[src/rtl/wwd_pkg.sv]
// shared constants, register map and state encoding of the window watchdog
package wwd_pkg;

  // ----------------------------------------------------------------------
  // timing
  // ----------------------------------------------------------------------
  localparam int CLK_HZ          = 50_000_000;
  localparam int TICK_US         = 1000;
  localparam int TICK_CYCLES     = (CLK_HZ / 1_000_000) * TICK_US;
  localparam int MS_W            = 16;

  // preset bounds and delays in milliseconds
  localparam logic [15:0] UPPER_PULLUP_MS = 16'h0064;
  localparam logic [15:0] UPPER_OPEN_MS   = 16'h03e8;
  localparam logic [15:0] DELAY_PULLUP_MS = 16'h000a;
  localparam logic [15:0] DELAY_OPEN_MS   = 16'h00c8;

  // ----------------------------------------------------------------------
  // configuration pin states and select codes
  // ----------------------------------------------------------------------
  localparam logic [1:0] CFG_CAP     = 2'h0;
  localparam logic [1:0] CFG_PULLUP  = 2'h1;
  localparam logic [1:0] CFG_OPEN    = 2'h2;
  localparam logic [1:0] SEL_RATIO8  = 2'h0;
  localparam logic [1:0] SEL_OFF     = 2'h1;
  localparam logic [1:0] SEL_RATIO2  = 2'h2;
  localparam logic [1:0] SEL_RATIO4  = 2'h3;
  localparam int         SHIFT_R8    = 3;
  localparam int         SHIFT_R2    = 1;
  localparam int         SHIFT_R4    = 2;

  // ----------------------------------------------------------------------
  // register map (byte offsets)
  // ----------------------------------------------------------------------
  localparam logic [7:0] OFS_STATUS    = 8'h00;
  localparam logic [7:0] OFS_MASK      = 8'h04;
  localparam logic [7:0] OFS_STATE     = 8'h08;
  localparam logic [7:0] OFS_CAP_UPPER = 8'h0c;
  localparam logic [7:0] OFS_CAP_DELAY = 8'h10;
  localparam logic [7:0] OFS_COUNT     = 8'h14;

  // event bits of status and mask
  localparam int EV_TIMEOUT  = 0;
  localparam int EV_EARLY    = 1;
  localparam int EV_RELEASE  = 2;
  localparam int EV_GOOD     = 3;
  localparam int EV_N        = 4;

  // fields of the state register
  localparam int ST_FAULT_BIT = 0;
  localparam int ST_OFF_BIT   = 1;
  localparam int ST_PIN_BIT   = 2;
  localparam int ST_FSM_LSB   = 8;

  localparam logic [3:0]  MASK_RST      = 4'h0;
  localparam logic [15:0] CAP_UPPER_RST = 16'h01f4;
  localparam logic [15:0] CAP_DELAY_RST = 16'h0032;

  // ----------------------------------------------------------------------
  // watchdog states
  // ----------------------------------------------------------------------
  typedef enum logic [4:0] {
    ST_INIT   = 5'h01,
    ST_CLOSED = 5'h02,
    ST_WINDOW = 5'h04,
    ST_FAULT  = 5'h08,
    ST_OFF    = 5'h10
  } wwd_state_t;

endpackage

[src/rtl/wwd_tick.sv]
// millisecond tick divider with restart
`timescale 1ns/10ps
module wwd_tick #(
  parameter int CYCLES = 50000
) (
  input  wire logic CLK,
  input  wire logic NRST,
  input  wire logic CLEAR,
  output logic      TICK
);
  import wwd_pkg::*;

  localparam int W = $clog2(CYCLES + 1);

  typedef struct packed {
    logic [W-1:0] cnt;
    logic         tick;
  } wwd_tick_regs_t;

  localparam wwd_tick_regs_t RST_VAL = '0;

  wwd_tick_regs_t s;
  wwd_tick_regs_t next_s;

  // clear realigns the phase so every interval starts at a full tick
  always_comb begin
    next_s = s;
    next_s.tick = 1'b0;
    if (CLEAR) begin
      next_s.cnt = '0;
    end else if (s.cnt == W'(CYCLES - 1)) begin
      next_s.cnt  = '0;
      next_s.tick = 1'b1;
    end else begin
      next_s.cnt = s.cnt + W'(1);
    end
  end

  always_ff @(posedge CLK) begin
    if (!NRST) begin
      s <= RST_VAL;
    end else begin
      s <= next_s;
    end
  end

  assign TICK = s.tick;

endmodule

[src/rtl/wwd_top.sv]
// window watchdog core with ahb-lite register slave
//
// What this block does
// - kicks are ignored during the power-up reset delay.
// - kicks are ignored while the fault output is asserted.
// - kicks are ignored while the watchdog is disabled by the select inputs.
// - a timeout pulls the fault output low for the reset delay, then releases it.
// - while disabled the fault output stays released whatever the kick does.
// - the fault output is open drain, active low, it only ever pulls low.
// - both select bits and the timeout pin state pick ratio, timeout or disable.
// - timeout pin pulled up or open picks a preset upper bound, capacitor sets it.
// - the lower bound follows the select bits, also in capacitor mode.
// - delay pin pulled up or open picks a preset delay, capacitor programs it.
//
// Decided for this implementation: the register offsets and the AHB-Lite slave port.
`timescale 1ns/10ps
module wwd_top
  import wwd_pkg::*;
#(
  parameter int          TICK_N     = wwd_pkg::TICK_CYCLES,
  parameter logic [15:0] UP_PU_MS   = wwd_pkg::UPPER_PULLUP_MS,
  parameter logic [15:0] UP_NC_MS   = wwd_pkg::UPPER_OPEN_MS,
  parameter logic [15:0] DLY_PU_MS  = wwd_pkg::DELAY_PULLUP_MS,
  parameter logic [15:0] DLY_NC_MS  = wwd_pkg::DELAY_OPEN_MS
) (
  input  wire logic        CLK,
  input  wire logic        NRST,
  input  wire logic        KICK_INPUT,
  input  wire logic        WINDOW_SELECT_BIT0,
  input  wire logic        WINDOW_SELECT_BIT1,
  input  wire logic [1:0]  TIMEOUT_CONFIG_PIN,
  input  wire logic [1:0]  DELAY_CONFIG_PIN,
  input  wire logic        FAULT_RESET_OUTPUT_I,
  output logic             FAULT_RESET_OUTPUT_O,
  output logic             FAULT_RESET_OUTPUT_OE_N,
  output logic             IRQ,
  input  wire logic        HSEL,
  input  wire logic [31:0] HADDR,
  input  wire logic [1:0]  HTRANS,
  input  wire logic        HWRITE,
  input  wire logic [2:0]  HSIZE,
  input  wire logic [31:0] HWDATA,
  input  wire logic        HREADY,
  output logic             HREADYOUT,
  output logic [31:0]      HRDATA,
  output logic             HRESP
);
  import wwd_pkg::*;

  // ----------------------------------------------------------------------
  // state
  // ----------------------------------------------------------------------
  typedef struct packed {
    wwd_state_t        fsm;
    logic [MS_W-1:0]   cnt;
    logic              kick_prev;
    logic [EV_N-1:0]   status;
    logic [EV_N-1:0]   mask;
    logic [15:0]       cap_upper;
    logic [15:0]       cap_delay;
    logic [31:0]       rdata;
    logic              wr_pend;
    logic [7:0]        wr_addr;
  } wwd_regs_t;

  localparam wwd_regs_t RST_VAL = '{
    fsm:       ST_INIT,
    cnt:       '0,
    kick_prev: 1'b0,
    status:    '0,
    mask:      MASK_RST,
    cap_upper: CAP_UPPER_RST,
    cap_delay: CAP_DELAY_RST,
    rdata:     '0,
    wr_pend:   1'b0,
    wr_addr:   '0
  };

  wwd_regs_t       s;
  wwd_regs_t       next_s;
  logic            tick;
  logic            tick_clr;
  logic            restart;
  logic [1:0]      sel;
  logic            dis;
  logic            fall;
  logic [15:0]     upper_ms;
  logic [15:0]     lower_ms;
  logic [15:0]     delay_ms;
  logic            addr_ph;
  logic [EV_N-1:0] ev;

  // ----------------------------------------------------------------------
  // helpers
  // ----------------------------------------------------------------------
  // pulled-up preset for pull-up, capacitor value for capacitor, open preset for any other code
  function automatic logic [15:0] pick_ms(input logic [1:0]  cfg,
                                          input logic [15:0] pu,
                                          input logic [15:0] nc,
                                          input logic [15:0] cap);
    logic [15:0] v;
    v = cap;
    if (cfg == CFG_PULLUP) begin
      v = pu;
    end else if (cfg != CFG_CAP) begin
      v = nc;
    end
    return v;
  endfunction

  // ----------------------------------------------------------------------
  // configuration decode
  // ----------------------------------------------------------------------
  assign sel      = {WINDOW_SELECT_BIT1, WINDOW_SELECT_BIT0};
  assign dis      = (sel == SEL_OFF);
  assign upper_ms = pick_ms(TIMEOUT_CONFIG_PIN, UP_PU_MS, UP_NC_MS,
                            s.cap_upper);
  assign delay_ms = pick_ms(DELAY_CONFIG_PIN, DLY_PU_MS, DLY_NC_MS,
                            s.cap_delay);

  // lower bound is a select-chosen fraction of whatever upper is in use
  always_comb begin
    case (sel)
      SEL_RATIO2: lower_ms = upper_ms >> SHIFT_R2;
      SEL_RATIO4: lower_ms = upper_ms >> SHIFT_R4;
      default:    lower_ms = upper_ms >> SHIFT_R8;
    endcase
  end

  // inputs are synchronous to CLK, so one stage gives the edge
  assign fall    = s.kick_prev & ~KICK_INPUT;
  assign addr_ph = HSEL & HREADY & HTRANS[1];

  // ----------------------------------------------------------------------
  // next state
  // ----------------------------------------------------------------------
  always_comb begin
    next_s = s;
    ev     = '0;
    next_s.kick_prev = KICK_INPUT;
    if (tick && (s.cnt != {MS_W{1'b1}})) begin
      next_s.cnt = s.cnt + 16'h0001;
    end

    case (s.fsm)
      ST_INIT: begin
        // power-up delay: kicks have no path out of here
        if (dis) begin
          next_s.fsm = ST_OFF;
        end else if (s.cnt >= delay_ms) begin
          next_s.fsm = ST_CLOSED;
        end
      end
      ST_CLOSED: begin
        if (dis) begin
          next_s.fsm = ST_OFF;
        end else if (fall) begin
          next_s.fsm     = ST_FAULT;
          ev[EV_EARLY]   = 1'b1;
        end else if (s.cnt >= lower_ms) begin
          next_s.fsm = ST_WINDOW;
        end
      end
      ST_WINDOW: begin
        if (dis) begin
          next_s.fsm = ST_OFF;
        end else if (fall) begin
          next_s.fsm   = ST_CLOSED;
          ev[EV_GOOD]  = 1'b1;
        end else if (s.cnt >= upper_ms) begin
          next_s.fsm     = ST_FAULT;
          ev[EV_TIMEOUT] = 1'b1;
        end
      end
      ST_FAULT: begin
        // kicks are not looked at while the output is low
        if (dis) begin
          next_s.fsm = ST_OFF;
        end else if (s.cnt >= delay_ms) begin
          next_s.fsm     = ST_CLOSED;
          ev[EV_RELEASE] = 1'b1;
        end
      end
      ST_OFF: begin
        if (!dis) begin
          next_s.fsm = ST_CLOSED;
        end
      end
      default: begin
        next_s.fsm = ST_INIT;
      end
    endcase

    // every interval is timed from zero, but the window keeps the period
    // count: both bounds are measured from the same start of the period
    restart = (next_s.fsm != s.fsm) &&
              !((s.fsm == ST_CLOSED) && (next_s.fsm == ST_WINDOW));
    if (restart) begin
      next_s.cnt = '0;
    end

    // ---------------- register slave ----------------
    if (s.wr_pend) begin
      case (s.wr_addr)
        OFS_MASK:      next_s.mask      = HWDATA[EV_N-1:0];
        OFS_CAP_UPPER: next_s.cap_upper = HWDATA[15:0];
        OFS_CAP_DELAY: next_s.cap_delay = HWDATA[15:0];
        default:       next_s.wr_pend   = 1'b0;
      endcase
    end
    next_s.wr_pend = addr_ph & HWRITE;
    next_s.wr_addr = HADDR[7:0];

    // read data is latched at the address phase so it comes from a flop
    if (addr_ph && !HWRITE) begin
      case (HADDR[7:0])
        OFS_STATUS:    next_s.rdata = {28'h0000000, s.status};
        OFS_MASK:      next_s.rdata = {28'h0000000, s.mask};
        OFS_STATE:     next_s.rdata = {19'h00000, s.fsm, 5'h00, FAULT_RESET_OUTPUT_I,
                                       dis, (s.fsm == ST_FAULT)};
        OFS_CAP_UPPER: next_s.rdata = {16'h0000, s.cap_upper};
        OFS_CAP_DELAY: next_s.rdata = {16'h0000, s.cap_delay};
        OFS_COUNT:     next_s.rdata = {16'h0000, s.cnt};
        default:       next_s.rdata = 32'h00000000;
      endcase
    end

    // read clears status, a same-cycle event still lands
    if (addr_ph && !HWRITE && (HADDR[7:0] == OFS_STATUS)) begin
      next_s.status = ev;
    end else begin
      next_s.status = s.status | ev;
    end
  end

  always_ff @(posedge CLK) begin
    if (!NRST) begin
      s <= RST_VAL;
    end else begin
      s <= next_s;
    end
  end

  // ----------------------------------------------------------------------
  // tick divider
  // ----------------------------------------------------------------------
  // tick phase follows the count, so it restarts together with it
  assign tick_clr = restart;

  wwd_tick #(
    .CYCLES (TICK_N)
  ) u_tick (
    .CLK   (CLK),
    .NRST  (NRST),
    .CLEAR (tick_clr),
    .TICK  (tick)
  );

  // ----------------------------------------------------------------------
  // outputs
  // ----------------------------------------------------------------------
  // never drives high, pull-up supplies the released level
  assign FAULT_RESET_OUTPUT_O    = 1'b0;
  assign FAULT_RESET_OUTPUT_OE_N = (s.fsm != ST_FAULT);
  assign IRQ       = |(s.status & s.mask);
  assign HREADYOUT = 1'b1;
  assign HRESP     = 1'b0;
  assign HRDATA    = s.rdata;
endmodule

[config.mk]
export PLATFORM = sky130hd
export DESIGN_NAME = wwd_top
export DESIGN_NICKNAME = d
export VERILOG_FILES = /design/src/rtl/wwd_pkg.sv /design/src/rtl/wwd_tick.sv /design/src/rtl/wwd_top.sv
export SDC_FILE = /design/constraint.sdc
export NUM_CORES = 1
export LEC_CHECK = 0
export BUFFER_PORTS_ARGS = -buffer_cell sky130_fd_sc_hd__buf_2
export CAP_MARGIN = 15
export CELL_PAD_IN_SITES_DETAIL_PLACEMENT = 1
export CELL_PAD_IN_SITES_GLOBAL_PLACEMENT = 2
export CORE_AREA = 4 4 105 206
export DETAILED_ROUTE_END_ITERATION = 7
export DIE_AREA = 0 0 109 210
export HOLD_SLACK_MARGIN = 0.06
export PLACE_DENSITY_LB_ADDON = 0.1
export SYNTH_ARGS = -nofsm -noshare
export SYNTH_HDL_FRONTEND = slang
export SYNTH_SLANG_ARGS = --single-unit
[constraint.sdc]
create_clock -name CLK -period 3.4 [get_ports CLK]
set_input_delay 0.17 -clock CLK [delete_from_list [all_inputs] [get_ports CLK]]
set_output_delay 0.17 -clock CLK [all_outputs]
set_load 0.02 [all_outputs]
======== Word level (Yosys, flattened, before mapping) ========
Index checks and enable logic that the tools add are counted.
operators by class
  $add $sub $neg .......................... 2
  magnitude comparators ................... 3
  equality and inequality tests ........... 23
  mux-type cells .......................... 29
  bitwise operators ....................... 8
  reduce and logical (&&, ||, !) cells .... 17
operator list
  kind                   count
  $pmux 16 s6            1
  $mux 16                4
  $ge 16x16->1           3
  $mux 5                 9
  $add 16x1->16 const B  2
  $pmux 15 s2            1
  $eq 8x4->1 const B     3
  $eq 8x5->1 const B     3
  $pmux 5 s4             1
  $eq 16x16->1 const B   1
  $eq 8x3->1 const B     2
  $ne 16x16->1 const B   1
  $mux 1                 12
  $eq 5x3->1 const B     2
  $logic_not 8->1        1
  $eq 2x1->1 const B     3
  $reduce_and 2->1       3
  $eq 5x1->1 const B     1
  $eq 5x2->1 const B     1
  $eq 5x4->1 const B     1
  $eq 5x5->1 const B     1
  $logic_and 1x1->1      5
  $ne 5x4->1 const B     1
  $ne 5x5->1             1
  11 further kinds       19
storage, ports and cells
  register bits ........................... 120
  input port bits ......................... 82
  output and inout bits ................... 37
  word-level logic and storage cells ...... 94

======== Logic depth before layout (Yosys ltp) ========
Gate-level depths: netlist of run 1.
  word-level depth ........................ 14
  depth in mapped cells ................... 15
  mapped depth without buffers ............ 12

======== By module ========
A second synthesis of run 1 with hierarchy kept.
unflattened totals
  cell total of the unflattened synthesis .. 782
  area, all modules ....................... 6,548.8 um^2
modules (own cells, without submodules)
  module    times used  cells an instance  area an instance (um^2)  sequential area each (um^2)
  wwd_top   1           700                5,734.2                  1,741.7
  wwd_tick  1           82                 814.5                    340.3

======== Worst setup path after synthesis of run 1 ========
No wires, ideal clock.
  path type ............................... input to register
  from .................................... input TIMEOUT_CONFIG_PIN[1]
  to ...................................... register u_tick.s[9] (netlist name)
  library setup time ...................... 0.087 ns
  data arrival time ....................... 3.071 ns
  data required time ...................... 3.313 ns
  path slack .............................. 0.242 ns
  cell stages on the path ................. 13
  path buffers ............................ 3
  cell sequence ........................... buf_6 nor2_1 clkbuf_1 and2_1 ha_1 nand2b_1 a2111oi_4 nor2_1 a221oi_2 o31ai_2 a2111o_1 buf_6 nor4b_4
between the ends
  cells in the longest elaborated chain, start to end .. 14
  elaborated cells on any way between the ends .. 20
  those cells by class .................... order compare: 2; eq/ne: 3; mux: 10; reduce/logical: 5
RTL lines
  item                           line            source
  start, declared                wwd_top.sv:31   input wire logic [1:0] TIMEOUT_CONFIG_PIN,
  $reduce_bool 2->1              wwd_top.sv:105  end else if (cfg != CFG_CAP) begin
  $mux 16                        wwd_top.sv:105
  $mux 16 (*)                    wwd_top.sv:103  if (cfg == CFG_PULLUP) begin
  $pmux 15 s2                    wwd_top.sv:123  case (sel)
  $ge 16x16->1                   wwd_top.sv:160  end else if (s.cnt >= lower_ms) begin
  $mux 5                         wwd_top.sv:160
  $mux 5                         wwd_top.sv:157  end else if (fall) begin
  $mux 5                         wwd_top.sv:155  if (dis) begin
  $pmux 5 s4 (*)                 wwd_top.sv:145  case (s.fsm)
  $eq 5x3->1                     wwd_top.sv:197  !((s.fsm == ST_CLOSED) && (next_s.fsm == ST_WINDOW));
  $logic_and 1x1->1              wwd_top.sv:197
  $logic_not 1->1                wwd_top.sv:197
  $logic_and 1x1->1 (*)          wwd_top.sv:196  restart = (next_s.fsm != s.fsm) &&
  $reduce_or 3->1 (no line) (*)  --
  end signal, assigned           wwd_tick.sv:43  s <= next_s;
  end, declared                  wwd_tick.sv:22  wwd_tick_regs_t s;
Every way passes the cells marked *; elsewhere a longest branch is shown, timed or not.
A chain may end at the register's enable or synchronous reset.

======== Final worst setup path of run 1 ========
  from .................................... register s[63] (netlist name)
  to ...................................... register u_tick.s[5] (netlist name)
between the ends
  cells in the longest elaborated chain, start to end .. 13
  elaborated cells on any way between the ends .. 18
  those cells by class .................... order compare: 2; eq/ne: 2; mux: 10; reduce/logical: 4
RTL lines
  item                           line            source
  start, declared                wwd_top.sv:79   wwd_regs_t s;
  start signal, assigned         wwd_top.sv:240  s <= next_s;
  $mux 16 (*)                    wwd_top.sv:105
  $mux 16 (*)                    wwd_top.sv:103
  $pmux 15 s2                    wwd_top.sv:123
  $ge 16x16->1                   wwd_top.sv:160
  $mux 5                         wwd_top.sv:160
  $mux 5                         wwd_top.sv:157
  $mux 5                         wwd_top.sv:155
  $pmux 5 s4 (*)                 wwd_top.sv:145
  $eq 5x3->1                     wwd_top.sv:197
  $logic_and 1x1->1              wwd_top.sv:197
  $logic_not 1->1                wwd_top.sv:197
  $logic_and 1x1->1 (*)          wwd_top.sv:196
  $reduce_or 3->1 (no line) (*)  --
Marked as above.

==> impl_metrics.csv, run 1 <==
group,metric,value,unit
route,avgViaCountPerCell,5.21,
run_status,status,"finished, final reports clean",
clocking,cts_resized,0,
setup_path,critPathRequiredTime,3.64,ns
pwr,intPower,2010,uW
synthesis,synth-main-ff-cell,"dfxtp_1",
place,dp_cells,1059,
sta,worst-slew-pin-transition,0.816,ns
synthesis,synth_area,6710,um^2
final_layout,fillers,2341,
setup_path,startpoint_type,"flop",
clocking,clockBufferDepth,2,
floorplan,num_rows,73,
clocking,cts_htree_levels,3,
final_layout,final_cells,1085,
final_layout,layout_common_cells,"dfxtp_1 (104), nand2_1 (70), mux2i_1 (59), buf_2 (55), nor2_1 (50)",
grt,overflow,0,
sta,rsz0062_at_grt,"no",
pwr,power_per_cell_area,361,nW/um^2
final_layout,nNetsFinal,946,
setup_path,slowest_stage,"nor3_1",
pwr,combPwrFrac,10.8,%
grt,track_usage,19.3,%
job,drv_cap,0,
clocking,root_buffer,"clkbuf_16",
grt,antenna_found_initial,0,
floorplan,core_area,20000,um^2
sta,tns,0,ns
floorplan,dieArea,22900,um^2
route,drc,0,
setup_path,end_kind,"flop",
pwr,sequentialPowerShare,45.4,%
route,firstDrtPassIters,4,
synthesis,synth_seq_area_share,31.1,%
sta,hold_viol,0,
sta,finalSetupViolations,0,
sta,min_period_over_period,89.9,%
floorplan,fp.dieW,109,um
clocking,clock_latency,0.36,ns
setup_path,critical_path_class,"flop to flop",
synthesis,yosysWarnings,0,
grt,grt_pass1_vias,6175,
synthesis,syn-instance-count,770,
setup_path,max_stage_delay,0.42,ns
pwr,max-vdd-ir-drop,224,uV
route,avgRoutedWirePerCell,19.7,um
final_layout,drive_gt1_share,15.0,%
synthesis,async_flop_share,0,%
grt,grt_pass1_wl,34100,um
setup_path,cp_data_arrival_time,3.30,ns
synthesis,ys_ff_latch,104,
clocking,tritoncts,"yes",
pwr,clkPwrFrac,43.8,%
route,drt_wl_total,21400,um
sta,fin_skew,0.0110,ns
setup_path,crit_chain,"nor3_1 -> mux2i_1 -> a21oi_1 -> ha_1 -> a211o_1 -> a21oi_1 -> o32ai_1 -> o2111ai_1 -> buf_4 -> a211oi_4 -> buf_12 -> nor4b_1",
clocking,numCtsBuffers,9,
place,io_buffers,55,
synthesis,synth_edf_count,0,
sta,relSlewSlack,45.6,%
place,globalplace.congestion,0.783,
route,vias,5652,
clocking,cts_hold_buffers,9,
setup_path,cp_max_fo,33,
hold_path,hold_path.class,"input pin to flop",
grt,grt_max_degree,53,
route,drt_iter0_drc,304,
final_layout,syn2layout_area_growth,13.4,%
route,drt.antenna.violating_nets,0,
final_layout,layout_commonest_cell,"dfxtp_1",
setup_path,cpMostUsedCell,"a21oi_1",
sta,max_freq,0.327,GHz
sta,maxSlewViolCount,0,
place,hpwl,17000,um
clocking,clk_pin_slew_worst_paths,0.08,ns
clocking,cts_setup_buffers,0,
floorplan,fp.dieH,210,um
synthesis,syn_area_per_cell,8.71,um^2
pwr,power.leakage,0.00314,uW
sta,period_needed,3.06,ns
floorplan,initial_core_util,33.5,%
synthesis,ys_types,71,
pwr,p_sw,737,uW
clocking,clock-sinks,104,
pwr,p_sw_share,26.8,%
floorplan,ios,119,
[through the flow]
stage	area (um^2)	power, uW	hold slack (ns)	util (%)	setup WS [ns]
3_3_place_gp	7180	1560	0.390	35.9	0.292
2_1_floorplan	6770	1490	0.284	-	0.242
5_1_grt	7600	2870	0.0750	38.0	0.0816
6_report	7610	2750	0.0740	38.0	0.343
3_5_place_dp	7180	1570	0.398	35.9	0.115
4_1_cts	7600	2800	0.0696	38.0	0.309
[registers in the layout, indices dropped and copies added (netlist names)]
| name | flops |
|---|---|
| HRDATA | 16 |
| s | 71 |
| u_tick.TICK | 1 |
| u_tick.s | 16 |
[power groups by stage]
stage          Combinational, uW  Clock [uW]  Sequential [uW]
3_3_place_gp                 285           0             1270
5_1_grt                      331        1290             1250
6_report                     297        1200             1250
4_1_cts                      302        1250             1250
3_5_place_dp                 293           0             1280
2_1_floorplan                229           0             1260
[final timing paths]
| path | start | cells after the start | slack (ns) | to |
|---|---|---|---|---|
| max | s[63] | 12 | 0.34 | u_tick.s[5] |
| min reg2reg | u_tick.s[1] | 1 | 0.49 | u_tick.s[1] |
| max reg2reg | s[63] | 12 | 0.34 | u_tick.s[5] |
| min | HREADY | 3 | 0.07 | s[8] |
[synthesized netlist by cell type, types with 3 or more instances]
| library cell | n | share of area (%) |
|---|---|---|
| dfxtp_1 | 104 | 31 |
| nand2_1 | 70 | 3.9 |
| mux2i_1 | 59 | 8.8 |
| nor2_1 | 50 | 2.8 |
| nor2b_1 | 49 | 4.6 |
| ha_1 | 47 | 8.8 |
| nor3_1 | 39 | 2.9 |
| a21oi_1 | 36 | 2.7 |
| buf_4 | 35 | 3.9 |
| nand3_1 | 24 | 1.8 |
| o21ai_0 | 24 | 1.8 |
| clkbuf_1 | 22 | 1.2 |
| xnor2_1 | 22 | 2.9 |
| a22oi_1 | 21 | 2.4 |
| a22o_1 | 14 | 1.8 |
| and2_1 | 14 | 1.3 |
| and3_1 | 8 | 0.75 |
| nand4_1 | 8 | 0.75 |
| o22ai_1 | 8 | 0.75 |
| buf_2 | 7 | 0.52 |
| inv_1 | 7 | 0.39 |
| xor2_1 | 7 | 0.91 |
| buf_1 | 5 | 0.28 |
| buf_6 | 5 | 0.84 |
| nand2b_1 | 5 | 0.47 |
| nor4b_1 | 5 | 0.65 |
| a21o_1 | 4 | 0.45 |
| o211ai_1 | 4 | 0.45 |
| or3_1 | 4 | 0.37 |
| a211o_1 | 3 | 0.39 |
| a211oi_1 | 3 | 0.34 |
| a31oi_1 | 3 | 0.28 |
| mux2_2 | 3 | 0.50 |
| o2111ai_1 | 3 | 0.39 |
| o21a_1 | 3 | 0.34 |
| o21bai_1 | 3 | 0.34 |
[worst max-delay path: cells and delay by family (launching register included)]
family	cells	cell delay, ns
buffers and inverters	2	0.40
muxes	1	0.14
DFF	1	0.35
and+or+nand+nor	2	0.77
adders and majority gates	1	0.26
AOI/OAI and AO/OA	6	1.00
[layout make-up]
cell class,count,area [um^2],area share (%)
Tap cell,262,328,4.31
Clock inverter,7,109,1.43
Timing Repair Buffer,93,621,8.16
Sequential cell,104,2080,27.4
Clock buffer,9,225,2.96
Antenna cell,1,2.50,0.0329
Inverter,7,26.3,0.345
Multi-Input combinational cell,602,4210,55.4
[routing by layer]
layer | GRT usage [%] | routed length (um)
met1 | 21.0 | 8280
met2 | 37.5 | 12300
met3 | 2.45 | 469
met4 | 5.71 | 382
met5 | 0 | 0
[cells by family (layout without fill, tap and decap cells)]
logic type,Yosys count,after routing,share of synthesized area (%)
other cells,2,20,0.112
buf+inv,81,116,7.18
xor+xnor,29,29,3.79
compound gates,144,144,15.4
flops,104,104,31.1
fa+ha+maj,47,47,8.77
simple gates,299,299,23.7
mux,64,64,9.98
Power figures use the tool's default switching activity.
==> run 2, diff against run 1 <==
Settings changed: CORE_AREA 4 4 105 206 to 4 4 121 239, DIE_AREA 0 0 109 210 to 0 0 125 243.
==> impl_metrics.csv, run 2 (same netlist as run 1, synthesis figures left out) <==
group,metric,value,unit
route,avgRoutedWirePerCell,20.5,um
clocking,numCtsBuffers,9,
grt,top_usage_layer,"met2",
setup_path,critPathRequiredTime,3.69,ns
floorplan,fp.dieW,125,um
floorplan,dieArea,30400,um^2
grt,use_met3,2.42,%
sta,maxSlewViolCount,0,
place,dp_cells,1144,
final_layout,drive_gt1_share,14.5,%
grt,overflow,0,
grt,grt_pass1_vias,6276,
hold_path,whs_path_depth,3,
place,hpwl,19000,um
clocking,clock-sinks,104,
setup_path,end_kind,"flop",
grt,met1_usage,15.7,%
sta,fin_skew,0.0125,ns
clocking,clk_pin_slew_worst_paths,0.08,ns
floorplan,ios,119,
sta,min_period_over_period,95.6,%
place,io_buffers,55,
route,drt_wl_total,24200,um
job,drv_cap,0,
place,globalplace.congestion,0.768,
route,vias,5782,
final_layout,largest_register_ffs,71,
run_status,status,"finished, final reports clean",
route,firstDrtPassIters,4,
grt,track_usage,15.9,%
clocking,clockBufferDepth,2,
route,avgViaCountPerCell,4.90,
final_layout,syn2layout_area_growth,16.1,%
clocking,cts_htree_levels,3,
sta,timing.hold.ws,0.0861,ns
grt,grt_pass1_wl,37100,um
hold_path,hold_path.class,"input pin to flop",
floorplan,core_area,27000,um^2
sta,rsz0062_at_grt,"no",
pwr,power.leakage,0.00316,uW
final_layout,fillers,3155,
route,drc,0,
sta,hold_viol,0,
floorplan,initial_core_util,24.8,%
clocking,tritoncts,"yes",
sta,finalSetupViolations,0,
final_layout,layout_common_cells,"dfxtp_1 (104), nand2_1 (70), mux2i_1 (59), buf_2 (55), nor2_1 (50)",
floorplan,fp.dieH,243,um
final_layout,layout_commonest_cell,"dfxtp_1",
final_layout,finish.utilization,28.8,%
clocking,root_buffer,"clkbuf_16",
route,drt.antenna.violating_nets,0,
setup_path,startpoint_type,"flop",
pwr,max-vdd-ir-drop,217,uV
setup_path,cp_max_fo,33,
sta,max_freq,0.308,GHz
setup_path,critical_path_class,"flop to flop",
clocking,clock_latency,0.38,ns
place,dpl_cell_area,7280,um^2
pwr,power_per_cell_area,346,nW/um^2
sta,worst-slew-pin-transition,0.850,ns
setup_path,cp_data_arrival_time,3.54,ns
clocking,cts_setup_buffers,0,
sta,relSlewSlack,43.3,%
final_layout,final_cells,1180,
final_layout,nNetsFinal,956,
grt,grt_util_met2,32.2,%
floorplan,num_rows,85,
sta,period_needed,3.25,ns
final_layout,fin_area,7780,um^2
grt,antenna_found_initial,0,
setup_path,rr_worst_depth,11,
grt,grt_max_degree,68,
final_layout,regMostFlops,"s",
route,drt_iter0_drc,190,
final_layout,diodes,0,
## run 2: cell types whose count changed in the layout (fill, tap and decap cells not counted), sizes merged
cell	change
bufinv	-1
clkbuf	+1
inv	-2
clkinvlp	+2
dlygate4sd3	+11
diode	-1
buf	-1
## run 2: where the power goes
part / switching, uW / internal [uW] / total (uW) / leakage (uW)
combinational: 194 / 126 / 320 / 0.00218
clock: 541 / 584 / 1120 / 0.000143
sequential: 16.4 / 1230 / 1250 / 0.000841
## run 2: path summary, 6_finish.rpt
path,start,end,slack [ns]
hold reg to reg,u_tick.s[1],u_tick.s[1],0.47
hold / removal,HWDATA[5],s[46],0.09
setup / recovery,s[66],s[94],0.15
setup reg to reg,s[66],s[94],0.15
## run 2: critical path, stage by stage, from the launching register on
cell      delay, ns
dfxtp_1        0.35
a21oi_1        0.26
ha_1           0.30
a211oi_1       0.40
o21bai_1       0.13
a21o_1         0.22
a21oi_1        0.30
buf_4          0.17
o31ai_2        0.09
a2111o_1       0.48
buf_12         0.19
nor4_1         0.25
## run 2: layout make-up
cell class,instances,area (um^2),share of cell area [%]
clock buffer,10,229,2.94
sequential,104,2080,26.7
multi-input combinational,602,4210,54.1
clock inverter,6,76.3,0.980
inverter,7,26.3,0.338
timing repair buffer,103,723,9.29
tap,348,435,5.59
## run 2: what timing repair did
action,CTS,global route
hold endpoints to repair,21,0
hold buffers,20,0
gates resized for setup,0,0
## run 2: through the flow
step	total power [uW]	setup slack, ns	TNS, ns
floorplan	1490	0.242	0
global placement	1570	0.0520	0
detailed placement	1590	-0.0782	-0.258
CTS	2760	0.146	0
global route	2820	0.0428	0
finish	2690	0.149	0
## run 2: per-layer routing
metal,wire length (um),part of all wire [%]
met1,8870,37
met2,14100,58
met3,507,2.1
met4,751,3.1
met5,0,0
==> run 3, diff against run 2 <==
Settings changed: ABC_AREA set to 1, CTS_CLUSTER_SIZE set to 10, SKIP_CTS_REPAIR_TIMING set to 1.
==> impl_metrics.csv, run 3 <==
group,metric,value,unit
job,drv_cap,0,
sta,tns,0,ns
setup_path,max_stage_delay,0.37,ns
hold_path,hold_path.class,"input pin to flop",
route,avgViaCountPerCell,4.63,
floorplan,initial_core_util,24.8,%
setup_path,end_kind,"flop",
floorplan,fp.dieH,243,um
synthesis,syn_area_per_cell,7.26,um^2
setup_path,path_delay_family,"simple AND/OR/NAND/NOR gates",
run_status,status,"finished, final reports clean",
route,drc,0,
final_layout,layout_common_cells,"nand2_1 (167), inv_1 (123), dfxtp_1 (104), a21oi_1 (77), nor2_1 (71)",
final_layout,finish.utilization,28.9,%
grt,antenna_found_initial,0,
hold_path,holdCritStartpoint,"HWDATA[5]",
setup_path,crit_chain,"a21oi_1 -> o22ai_1 -> o21ai_0 -> ha_1 -> nand2_1 -> nand2_1 -> nand2_1 -> nand2_1 -> nand2_1 -> nand2_1 -> nand2_1 -> nand4_1 -> nand3_1 -> nand2_1 -> nand2_1 -> nor2_2 -> nand3_2 -> nand2_4 -> nand2_4 -> buf_12 -> nor2_1",
setup_path,critPathRequiredTime,3.66,ns
sta,maxSlewViolCount,0,
final_layout,layout_commonest_cell,"nand2_1",
route,vias,6249,
synthesis,synth_seq_area_share,31.0,%
sta,fin_skew,0.0124,ns
grt,grt_max_degree,46,
grt,track_usage,17.3,%
clocking,clock_latency,0.37,ns
grt,top_usage_layer,"met2",
sta,max_freq,0.324,GHz
setup_path,rr_worst_depth,21,
final_layout,syn2layout_area_growth,16.3,%
setup_path,startpoint_type,"flop",
setup_path,cp_max_fo,11,
setup_path,critical_path_class,"flop to flop",
clocking,cts_htree_levels,3,
clocking,numCtsBuffers,9,
route,drt_iter0_drc,207,
grt,grt_pass1_wl,39600,um
setup_path,reg2reg_to,"s[97]",
sta,hold_viol,0,
clocking,clock-sinks,104,
synthesis,yosysWarnings,0,
route,drt_wl_total,26000,um
pwr,max-vdd-ir-drop,190,uV
synthesis,async_flop_share,0,%
setup_path,cp_data_arrival_time,3.35,ns
clocking,tritoncts,"yes",
grt,overflow,0,
final_layout,nNetsFinal,1126,
place,io_buffers,55,
synthesis,synth_edf_count,0,
setup_path,cpMostUsedCell,"nand2_1",
grt,grt_pass1_vias,6673,
pwr,power_per_cell_area,340,nW/um^2
synthesis,synth-main-ff-cell,"dfxtp_1",
final_layout,regMostFlops,"s",
final_layout,diodes,0,
sta,layout_setup_ws,0.316,ns
sta,relSlewSlack,50.9,%
grt,use_met3,2.05,%
grt,met1_usage,16.7,%
clocking,root_buffer,"clkbuf_16",
synthesis,synth_area_leader_cell,"dfxtp_1",
sta,finalSetupViolations,0,
setup_path,path_buf_inv,1,
place,dpl_cell_area,7460,um^2
floorplan,ios,119,
synthesis,synth_area,6710,um^2
place,post-place-ws,0.115,ns
final_layout,drive_gt1_share,17.2,%
final_layout,fin_area,7810,um^2
route,firstDrtPassIters,4,
synthesis,ys_ff_latch,104,
sta,min_period_over_period,90.7,%
pwr,power.leakage,0.00330,uW
synthesis,synth_top_area_share,31.0,%
floorplan,core_area,27000,um^2
setup_path,timing.rr.start,"s[60]",
final_layout,largest_register_ffs,71,
place,globalplace.congestion,0.793,
synthesis,synth_commonest_cells,"nand2_1 (167), inv_1 (123), dfxtp_1 (104), a21oi_1 (77), nor2_1 (71)",
synthesis,ys_types,48,
synthesis,synth_area_leaders,"dfxtp_1 (31%), nand2_1 (9.3%), ha_1 (8.8%)",
floorplan,dieArea,30400,um^2
sta,worst-slew-pin-transition,0.730,ns
floorplan,fp.dieW,125,um
final_layout,fillers,3423,
route,avgRoutedWirePerCell,19.3,um
synthesis,syn-instance-count,924,
synthesis,post-synth-top-count-cell,"nand2_1",
route,drt.antenna.violating_nets,0,
place,hpwl,21500,um
hold_path,whs_endpoint,"s[46]",
clocking,clockBufferDepth,2,
hold_path,whs_path_depth,3,
setup_path,r2r_slack,0.32,ns
sta,period_needed,3.08,ns
sta,rsz0062_at_grt,"no",
floorplan,num_rows,85,
pwr,power,2650,uW
grt,grt_util_met2,36.4,%
setup_path,slowest_stage,"dfxtp_1",
clocking,clk_pin_slew_worst_paths,0.08,ns
## run 3: cell count changes in the layout (fill, tap and decap cells not counted), moves of 21 or more
cell	previous run	this run
nor2_1	50	71
mux2i_1	59	0
nand2_1	70	167
nor2_4	0	23
a22oi_1	21	0
a21oi_1	36	77
inv_1	7	123
o21ai_0	24	54
nor2b_1	49	0
nor3_1	39	9
## run 3: power breakdown
group,switching [uW],total (uW),internal [uW]
Clock,497,1040,538
Combinational,244,377,133
Sequential,11.0,1240,1230
Total,752,2650,1900
## run 3: kinds of logic (layout without fill, tap and decap cells)
family	after synthesis	after routing	share of synthesized area, %
compound gates	193	193	16.6
xor+xnor	27	27	3.52
fa+ha+maj	47	47	8.76
buf+inv	192	253	13.4
flops	104	104	31.0
other cells	2	19	0.112
simple gates	359	359	26.6
## run 3: layer usage
metal	wire, um	vias to the layer above
met5	0	-
met4	624	0
met3	403	28
met2	15700	58
met1	9350	3030
li1	-	3133
## run 3: metrics by stage
step | std cells | hold WS (ns)
after floorplan | 941 | 0.263
after global placement | 1328 | 0.376
after detailed placement | 1328 | 0.377
after CTS | 1344 | -0.0168
after global routing | 1350 | 0.0724
final | 1350 | 0.0408
## run 3: how the worst max path moves through the flow
stage | depth (start not counted) | startpoint | endpoint
6_report | 21 | s[60] | s[97]
2_1_floorplan | 22 | WINDOW_SELECT_BIT1 | u_tick.s[7]
3_3_place_gp | 22 | TIMEOUT_CONFIG_PIN[0] | s[97]
3_5_place_dp | 22 | TIMEOUT_CONFIG_PIN[0] | s[97]
5_1_grt | 21 | s[60] | s[86]
4_1_cts | 20 | s[60] | s[97]
## run 3: final cells by class
type,instances,area (um^2),area share (%)
inverters,136,513,6.57
multi-input cells,645,3790,48.6
flip-flops and latches,104,2080,26.7
clock inverters,4,26.3,0.337
repair buffers,101,698,8.94
well taps,348,435,5.58
clock buffers,12,256,3.29
## run 3: worst register-to-register path: stages, from the launching register on
cell,delay [ns]
dfxtp_1,0.37
a21oi_1,0.35
o22ai_1,0.14
o21ai_0,0.31
ha_1,0.32
nand2_1,0.07
nand2_1,0.05
nand2_1,0.05
nand2_1,0.04
nand2_1,0.07
nand2_1,0.05
nand2_1,0.16
nand4_1,0.18
nand3_1,0.16
nand2_1,0.06
nand2_1,0.08
nor2_2,0.05
nand3_2,0.08
nand2_4,0.07
nand2_4,0.09
buf_12,0.18
nor2_1,0.07
